===== config.mk =====
export PLATFORM = sky130hd
export DESIGN_NAME = sbcp_dev_flat
export DESIGN_NICKNAME = d
export VERILOG_FILES = /design/src/common/sbcp_pkg.sv /design/src/common/sbcp_if.sv /design/src/rtl/sbcp_dev.sv /design/src/flat_wrapper.sv
export VERILOG_INCLUDE_DIRS = /design/src /design/src/common
export SDC_FILE = /design/constraint.sdc
export NUM_CORES = 1
export LEC_CHECK = 0
export ABC_AREA = 1
export BUFFER_PORTS_ARGS = -buffer_cell sky130_fd_sc_hd__buf_2
export CORE_MARGIN = 4
export CORE_UTILIZATION = 25
export CTS_CLUSTER_SIZE = 8
export DETAILED_ROUTE_END_ITERATION = 8
export GPL_TIMING_DRIVEN = 0
export PLACE_DENSITY = 0.43
export SLEW_MARGIN = 20
export SYNTH_ARGS = -nofsm -noshare
export SYNTH_HDL_FRONTEND = slang
export SYNTH_SLANG_ARGS = --single-unit

===== constraint.sdc =====
create_clock -name mclk_in -period 5 [get_ports mclk_in]
set_clock_uncertainty 0.05 [all_clocks]
set_input_delay 0.5 -clock mclk_in [delete_from_list [all_inputs] [get_ports mclk_in]]
set_output_delay 0.5 -clock mclk_in [all_outputs]
set_load 0.005 [all_outputs]

===== src/common/sbcp_defines.svh =====
// Constants for the slave byte configuration write port
`ifndef SBCP_DEFINES_SVH
`define SBCP_DEFINES_SVH

// ============================================================
// System clock
`define SBCP_CLK_NS 40
`define SBCP_CLK_MHZ 25

// ============================================================
// Link rates in MHz
`define SBCP_NO_HANDSHAKE_CLOCK_RATE_MHZ 50
`define SBCP_MAX_BYTE_CLOCK_RATE_MHZ 66

// ============================================================
// Host link clock: half period in system cycles (25 MHz / 16)
`define SBCP_HALF_PERIOD_NS 320
`define SBCP_HALF_CYCLES ((`SBCP_HALF_PERIOD_NS + `SBCP_CLK_NS - 1) / `SBCP_CLK_NS)
`define SBCP_HALF_CNT_W 4

// ============================================================
// Device initialisation and program pulse timing
`define SBCP_INIT_NS 640
`define SBCP_INIT_CYCLES ((`SBCP_INIT_NS + `SBCP_CLK_NS - 1) / `SBCP_CLK_NS)
`define SBCP_PROG_NS 400
`define SBCP_PROG_CYCLES ((`SBCP_PROG_NS + `SBCP_CLK_NS - 1) / `SBCP_CLK_NS)
`define SBCP_TIMER_W 8

// ============================================================
// Stream and buffer geometry
`define SBCP_STREAM_BYTES 64
`define SBCP_STREAM_CNT_W 16
`define SBCP_BYTE_W 8
`define SBCP_FIFO_DEPTH 8

`endif


===== src/common/sbcp_pkg.sv =====
// Types shared by both ends of the byte configuration port
package sbcp_pkg;

    // ============================================================
    // Device loader states
    typedef enum logic [1:0]
    {
        SBCP_DEV_INIT  = 2'b00,
        SBCP_DEV_READY = 2'b01,
        SBCP_DEV_DONE  = 2'b10,
        SBCP_DEV_ABORT = 2'b11
    } sbcp_dev_state_e;

    // ============================================================
    // Host sequencer states
    typedef enum logic [1:0]
    {
        SBCP_HOST_IDLE = 2'b00,
        SBCP_HOST_PROG = 2'b01,
        SBCP_HOST_WAIT = 2'b10,
        SBCP_HOST_LOAD = 2'b11
    } sbcp_host_state_e;

endpackage


===== src/common/sbcp_if.sv =====
// Link wires between the configuration host and the device
`timescale 1ns/1ns
interface sbcp_if;
    logic config_clock;
    logic select_n;
    logic write_select_n;
    logic [7:0] data;
    logic program_n;
    logic init_ready_n;
    logic busy;
    logic busy_oe;
    logic busy_line;

    // Busy wire reads low while not driven (weak pull-down)
    assign busy_line = busy_oe & busy;

    modport dev
    (
        input config_clock, select_n, write_select_n, data, program_n, busy_line,
        output init_ready_n, busy, busy_oe
    );

    modport host
    (
        output config_clock, select_n, write_select_n, data, program_n,
        input init_ready_n, busy_line
    );
endinterface


===== src/rtl/sbcp_dev.sv =====
// Device end of the byte configuration port with its byte FIFO
`timescale 1ns/1ns
`include "sbcp_defines.svh"

// ============================================================
// Functional notes
// - link clock input times every bus load
// - external clock steps the configuration logic too; here the loader runs on mclk_in and only samples the link clock
// - one byte taken per rising clock edge
// - host no-handshake below 50 MHz, never 66
// - above that rate host watches busy
// - busy high: host repeats the byte
// - first byte when ready, selected, writing
// - port ignored until init ready rises
// - write select released early aborts load
// - after abort host pulses program, reloads
// - host may hold select high between bytes
// - deselected device ignores all clock edges
// - read direction on selected edge aborts
// - host may toggle direction while clock low
// - write select low writes, high reads
// - busy gates sampling; undriven when deselected
// - data line zero is byte MSB

// ============================================================
// Byte FIFO, flip-flop storage addressed by index
module sbcp_fifo #(
    parameter int WIDTH = 8,
    parameter int DEPTH = 8,
    parameter int AW = 3
)
(
    // Clock and reset
    input wire logic clk_in,
    input wire logic rst_n_in,
    input wire logic flush_in,
    // Fill side
    input wire logic [WIDTH-1:0] wr_data_in,
    input wire logic wr_valid_in,
    output logic wr_ready_out,
    // Drain side
    output logic [WIDTH-1:0] rd_data_out,
    output logic rd_valid_out,
    input wire logic rd_ready_in
);
    logic [WIDTH-1:0] mem [DEPTH];
    logic [AW-1:0] wr_idx;
    logic [AW-1:0] rd_idx;
    logic [AW:0] count;
    wire push = wr_valid_in & wr_ready_out;
    wire pop = rd_valid_out & rd_ready_in;

    // Honest full and empty from the occupancy count
    assign wr_ready_out = (count != (AW+1)'(DEPTH));
    assign rd_valid_out = (count != '0);
    assign rd_data_out = mem[rd_idx];

    // Storage write
    always_ff @(posedge clk_in)
    begin
        if (push)
            mem[wr_idx] <= wr_data_in;
    end

    // Pointers and count
    always_ff @(posedge clk_in)
    begin
        if (!rst_n_in || flush_in)
        begin
            wr_idx <= '0;
            rd_idx <= '0;
            count <= '0;
        end
        else
        begin
            if (push)
                wr_idx <= (wr_idx == AW'(DEPTH - 1)) ? '0 : wr_idx + 1'b1;
            if (pop)
                rd_idx <= (rd_idx == AW'(DEPTH - 1)) ? '0 : rd_idx + 1'b1;
            count <= count + (AW+1)'(push) - (AW+1)'(pop);
        end
    end
endmodule

// ============================================================
// Device loader with pin synchronisers and byte buffer
module sbcp_dev
(
    // Clock and reset
    input wire logic mclk_in,
    input wire logic rst_n_in,
    // Link to the host
    sbcp_if.dev link,
    // Configuration byte stream out
    output logic [7:0] cfg_byte_out,
    output logic cfg_valid_out,
    input wire logic cfg_ready_in,
    // Status
    output logic done_out,
    output logic abort_out
);
    // ============================================================
    // Pin synchronisers
    logic [1:0] clk_sync;
    logic [1:0] sel_sync;
    logic [1:0] ws_sync;
    logic [1:0] prog_sync;
    logic [7:0] data_s1;
    logic [7:0] data_s2;
    logic clk_last;

    // Two flops per pin before any logic reads it
    always_ff @(posedge mclk_in)
    begin
        if (!rst_n_in)
        begin
            clk_sync <= 2'h0;
            sel_sync <= 2'h3;
            ws_sync <= 2'h3;
            prog_sync <= 2'h3;
            data_s1 <= 8'h00;
            data_s2 <= 8'h00;
            clk_last <= 1'b0;
        end
        else
        begin
            clk_sync <= {clk_sync[0], link.config_clock};
            sel_sync <= {sel_sync[0], link.select_n};
            ws_sync <= {ws_sync[0], link.write_select_n};
            prog_sync <= {prog_sync[0], link.program_n};
            data_s1 <= link.data;
            data_s2 <= data_s1;
            clk_last <= clk_sync[1];
        end
    end

    // ============================================================
    // Edge and qualifier decode
    wire clk_rise = clk_sync[1] & ~clk_last;
    wire clk_fall = ~clk_sync[1] & clk_last;
    wire selected = ~sel_sync[1];
    wire writing = ~ws_sync[1];
    wire prog_low = ~prog_sync[1];
    logic [7:0] byte_in;

    // Line zero is the most significant bit of the byte
    genvar gi;
    generate
        for (gi = 0; gi < 8; gi = gi + 1)
        begin : g_order
            assign byte_in[7 - gi] = data_s2[gi];
        end
    endgenerate

    // ============================================================
    // Loader state
    sbcp_pkg::sbcp_dev_state_e state;
    sbcp_pkg::sbcp_dev_state_e next_state;
    logic [`SBCP_TIMER_W-1:0] init_timer;
    logic [`SBCP_STREAM_CNT_W-1:0] byte_count;
    logic busy;
    logic fifo_ready;

    wire ready = (state == sbcp_pkg::SBCP_DEV_READY);
    wire edge_sel = ready & clk_rise & selected;
    wire bad_dir = edge_sel & ~writing;
    wire take = edge_sel & writing & ~busy;
    wire last_byte = (byte_count == `SBCP_STREAM_CNT_W'(`SBCP_STREAM_BYTES - 1));
    wire init_end = (init_timer == `SBCP_TIMER_W'(`SBCP_INIT_CYCLES - 1));

    // Next state selection
    always_comb
    begin
        next_state = state;
        unique case (state)
            sbcp_pkg::SBCP_DEV_INIT:
                if (init_end)
                    next_state = sbcp_pkg::SBCP_DEV_READY;
            sbcp_pkg::SBCP_DEV_READY:
                if (bad_dir)
                    next_state = sbcp_pkg::SBCP_DEV_ABORT;
                else if (take && last_byte)
                    next_state = sbcp_pkg::SBCP_DEV_DONE;
            sbcp_pkg::SBCP_DEV_DONE:
                next_state = state;
            sbcp_pkg::SBCP_DEV_ABORT:
                next_state = state;
        endcase
        if (prog_low)
            next_state = sbcp_pkg::SBCP_DEV_INIT;
    end

    // State, init timer and stream counter
    always_ff @(posedge mclk_in)
    begin
        if (!rst_n_in)
        begin
            state <= sbcp_pkg::SBCP_DEV_INIT;
            init_timer <= '0;
            byte_count <= '0;
        end
        else
        begin
            state <= next_state;
            if (prog_low || state != sbcp_pkg::SBCP_DEV_INIT)
                init_timer <= '0;
            else
                init_timer <= init_timer + 1'b1;
            if (prog_low)
                byte_count <= '0;
            else if (take)
                byte_count <= byte_count + 1'b1;
        end
    end

    // ============================================================
    // Busy: changes only after a falling link edge, so it is stable
    // through the following rising edge on both ends
    always_ff @(posedge mclk_in)
    begin
        if (!rst_n_in)
            busy <= 1'b0;
        else if (clk_fall)
            busy <= ~fifo_ready;
    end

    // Pin drivers and status flags
    always_ff @(posedge mclk_in)
    begin
        if (!rst_n_in)
        begin
            link.init_ready_n <= 1'b0;
            link.busy <= 1'b0;
            link.busy_oe <= 1'b0;
            done_out <= 1'b0;
            abort_out <= 1'b0;
        end
        else
        begin
            link.init_ready_n <= (next_state != sbcp_pkg::SBCP_DEV_INIT);
            link.busy <= busy;
            link.busy_oe <= selected;
            done_out <= (next_state == sbcp_pkg::SBCP_DEV_DONE);
            abort_out <= (next_state == sbcp_pkg::SBCP_DEV_ABORT);
        end
    end

    // ============================================================
    // Byte buffer between the link and the configuration logic
    sbcp_fifo #(
        .WIDTH(`SBCP_BYTE_W),
        .DEPTH(`SBCP_FIFO_DEPTH),
        .AW(3)
    ) u_fifo (
        .clk_in(mclk_in),
        .rst_n_in(rst_n_in),
        .flush_in(prog_low),
        .wr_data_in(byte_in),
        .wr_valid_in(take),
        .wr_ready_out(fifo_ready),
        .rd_data_out(cfg_byte_out),
        .rd_valid_out(cfg_valid_out),
        .rd_ready_in(cfg_ready_in)
    );
endmodule


===== src/flat_wrapper.sv =====
// flat-port wrapper written by rule: the top's interface ports become plain ports
module sbcp_dev_flat 
  (mclk_in, rst_n_in, cfg_byte_out, cfg_valid_out, cfg_ready_in, done_out, abort_out, link_config_clock, link_select_n, link_write_select_n, link_data, link_program_n, link_init_ready_n, link_busy, link_busy_oe);
  sbcp_if link_i ();
  input wire logic mclk_in;
  input wire logic rst_n_in;
  output logic [7:0] cfg_byte_out;
  output logic cfg_valid_out;
  input wire logic cfg_ready_in;
  output logic done_out;
  output logic abort_out;
  input wire logic [$bits(link_i.config_clock)-1:0] link_config_clock;
  input wire logic [$bits(link_i.select_n)-1:0] link_select_n;
  input wire logic [$bits(link_i.write_select_n)-1:0] link_write_select_n;
  input wire logic [$bits(link_i.data)-1:0] link_data;
  input wire logic [$bits(link_i.program_n)-1:0] link_program_n;
  output wire logic [$bits(link_i.init_ready_n)-1:0] link_init_ready_n;
  output wire logic [$bits(link_i.busy)-1:0] link_busy;
  output wire logic [$bits(link_i.busy_oe)-1:0] link_busy_oe;
  assign link_i.config_clock = link_config_clock;
  assign link_i.select_n = link_select_n;
  assign link_i.write_select_n = link_write_select_n;
  assign link_i.data = link_data;
  assign link_i.program_n = link_program_n;
  assign link_init_ready_n = link_i.init_ready_n;
  assign link_busy = link_i.busy;
  assign link_busy_oe = link_i.busy_oe;
  sbcp_dev u_core (.mclk_in(mclk_in), .rst_n_in(rst_n_in), .link(link_i), .cfg_byte_out(cfg_byte_out), .cfg_valid_out(cfg_valid_out), .cfg_ready_in(cfg_ready_in), .done_out(done_out), .abort_out(abort_out));
endmodule

==> metrics.txt <==
worst min-delay path class=input port to flip-flop; Num Clock Sinks=134; post-synthesis cell type count=32; Sequential Power Share=0.422; hold_buf cts=0; cts repair resizes=0; syn_area_per_cell=10.0 um^2; Pwr per Cell Area=446 nW/um^2; Post-synth ARST share=0; WL final=10.8 mm; count leader, synth=nand2_1; Area contributors post-synth=edfxtp_1 36%, dfxtp_1 26%, nand2_1 6.5%; leakage=2.72 nW; synth warn=0; Netlist Area Pre-Place=5300 um^2; Post-synth top cells=92 x nand2_1, 72 x inv_1, 70 x dfxtp_1, 70 x nor2_1, 64 x edfxtp_1; Mapped Cells=530; clock insertion delay at the later pin of the skew report=0.41 ns; port buffer count=27; layout cells sized above 1=0.151; Worst EP arrival=1.95 ns; number of nets still failing antenna checks after routing=0; grt ovf=0; Fin. Hold Viols=0; Worst Path Required=4.45 ns; routability cong.=0.783; vias in the first global route=3614; Placement Setup Slack=2.44 ns; run status=complete, no violations; minimum clock period=2.50 ns; Comb power frac=0.149; Yosys top cell area share=0.363; Initial Utilization=0.258; internal power=0.00212 W; average routed wire per standard cell=12.6 um; worst setup margin=2.50 ns; TritonCTS clock tree=yes; I/O Pins=29; fill cell count=2184; floorplan die height=154 um; largest net degree at the start of global routing=17; final slew viol count=0; Synth Net Count=558; drt pass-1 iters=4; largest area contributor in the netlist=edfxtp_1; DRC violation count after routing=0; Seq cells post-synth=134; register clock-pin slew on the reported worst setup and hold paths=0.06 ns; sw frac=0.258; Startpoint Class=flip-flop; Clock power frac=0.430; kind of critical path=flip-flop to output pin; Slew @ Worst Pin=0.779 ns; crit path max fanout=10; Max clock buf depth=2; Vias=3536; RSZ-0062 raised after global routing=no; switching pwr=0.000738 W; Rows=52; clock root cell=clkbuf_16; main flop type after synthesis=dfxtp_1; Net count, final=606; starting DRC count in detailed routing=208; initial antenna violation count=0; max-cap viol count=0; core footprint=20600 um^2; Via density=4.11; TritonCTS Buffers=17; H-Tree Depth=4; sequential fraction of the synthesis area=0.627; Area growth syn-to-layout=21.2%; ANT cells=0; GRT Total Usage=0.0962; first-pass GRT wire length=18.0 mm; f_max=399 MHz; Post-CTS Setup Bufs=0; final setup fails=0; CP Capture Type=output pin; Rel. slew slack=0.478; Post-synth EDFFs=64; Die X=154 um; die area=23600 um^2; maximum vdd ir drop=0.000231 V; post-route setup TNS=0 ns; Final Cycle Share=0.501; DP HPWL=7.74 mm
[flip-flops by register name (all words and copies together), names as in the netlist, 3 cells and up, named ones only]
name                  count
u_core.u_fifo.count       4
u_core.data_s1            8
u_core.byte_count        16
u_core.u_fifo.wr_idx      3
u_core.u_fifo.mem        64
u_core.data_s2            8
u_core.u_fifo.rd_idx      3
u_core.init_timer         8
[worst max-delay path, cell delays in order, from the launching register on]
cell and delay (ns):
dfxtp_1 0.30, buf_2 0.17, clkbuf_1 0.40, o21ai_0 0.16
o22ai_1 0.21, nand2_1 0.08, nand2_1 0.09, buf_2 0.12
[worst paths after layout]
| check | cells after the start | to | start | slack, ns |
|---|---|---|---|---|
| worst max-delay path | 7 | cfg_byte_out[0] | flip-flop | 2.50 |
| worst min-delay path | 3 | u_core.data_s1[0]$_SDFF_PN0_ | link_data[0] | 0.22 |
| worst max register to register | 11 | u_core.u_fifo.count[2]$_SDFF_PN0_ | u_core.u_fifo.count[2]$_SDFF_PN0_ | 2.75 |
| worst min register to register | 2 | u_core.data_s2[3]$_SDFF_PN0_ | u_core.data_s1[3]$_SDFF_PN0_ | 0.36 |
[layout by cell type (no fill, tap or decap), drive strengths merged]
cell type,count
nand2,95
inv,74
nor2,73
dfxtp,70
edfxtp,64
buf,37
o21ai,35
clkbuf,27
mux2i,16
o22ai,16
a21oi,16
nor3,13
ha,12
nand3,11
nand4,7
or2,7
clkinvlp,6
xnor2,2
bufinv,2
clkinv,2
nand3b,1
xor2,1
nor3b,1
o211a,1
a21o,1
fa,1
[area by class of cell]
type / instances / area (um^2) / share of cell area
timing repair buffer: 29 / 150 / 0.0234
multi-input combinational: 309 / 1680 / 0.261
clock buffer: 21 / 470 / 0.0733
sequential: 134 / 3320 / 0.518
inverter: 73 / 274 / 0.0427
clock inverter: 11 / 123 / 0.0191
buffer: 14 / 63.8 / 0.00994
tap: 270 / 338 / 0.0526
[kinds of logic (layout without fill, tap and decap cells)]
| group | Yosys count | after routing | synth area share |
|---|---|---|---|
| buf+inv | 87 | 148 | 0.0638 |
| xor+xnor | 3 | 3 | 0.00496 |
| simple gates | 208 | 208 | 0.171 |
| mux | 16 | 16 | 0.0302 |
| fa+ha+maj | 13 | 13 | 0.0321 |
| flops | 134 | 134 | 0.627 |
| compound gates | 69 | 69 | 0.0704 |
[power groups by stage]
stage / combinational (W) / sequential [W] / clock (W)
final: 0.000425 / 0.00121 / 0.00123
after global routing: 0.000502 / 0.00121 / 0.00131
after CTS: 0.000438 / 0.00121 / 0.00126
after detailed placement: 0.000436 / 0.00123 / 0
after global placement: 0.000427 / 0.00123 / 0
after floorplan: 0.000299 / 0.00122 / 0
[per-layer routing]
metal | global-route usage | routed length [um]
met1 | 0.120 | 5030
met2 | 0.159 | 5300
met3 | 0.0267 | 381
met4 | 0.0374 | 113
met5 | 0 | 0
[stage by stage]
stage	utilization	hold slack (ns)	total power, W	instance area, um^2	cells
after global placement	0.281	0.346	0.00166	5770	827
after global routing	0.312	0.208	0.00303	6420	861
after CTS	0.312	0.199	0.00291	6410	861
after detailed placement	0.283	0.352	0.00167	5820	829
final	0.312	0.216	0.00286	6420	861
after floorplan	-	0.340	0.00152	5300	530
Note: power is estimated with default switching activity, not from simulation.
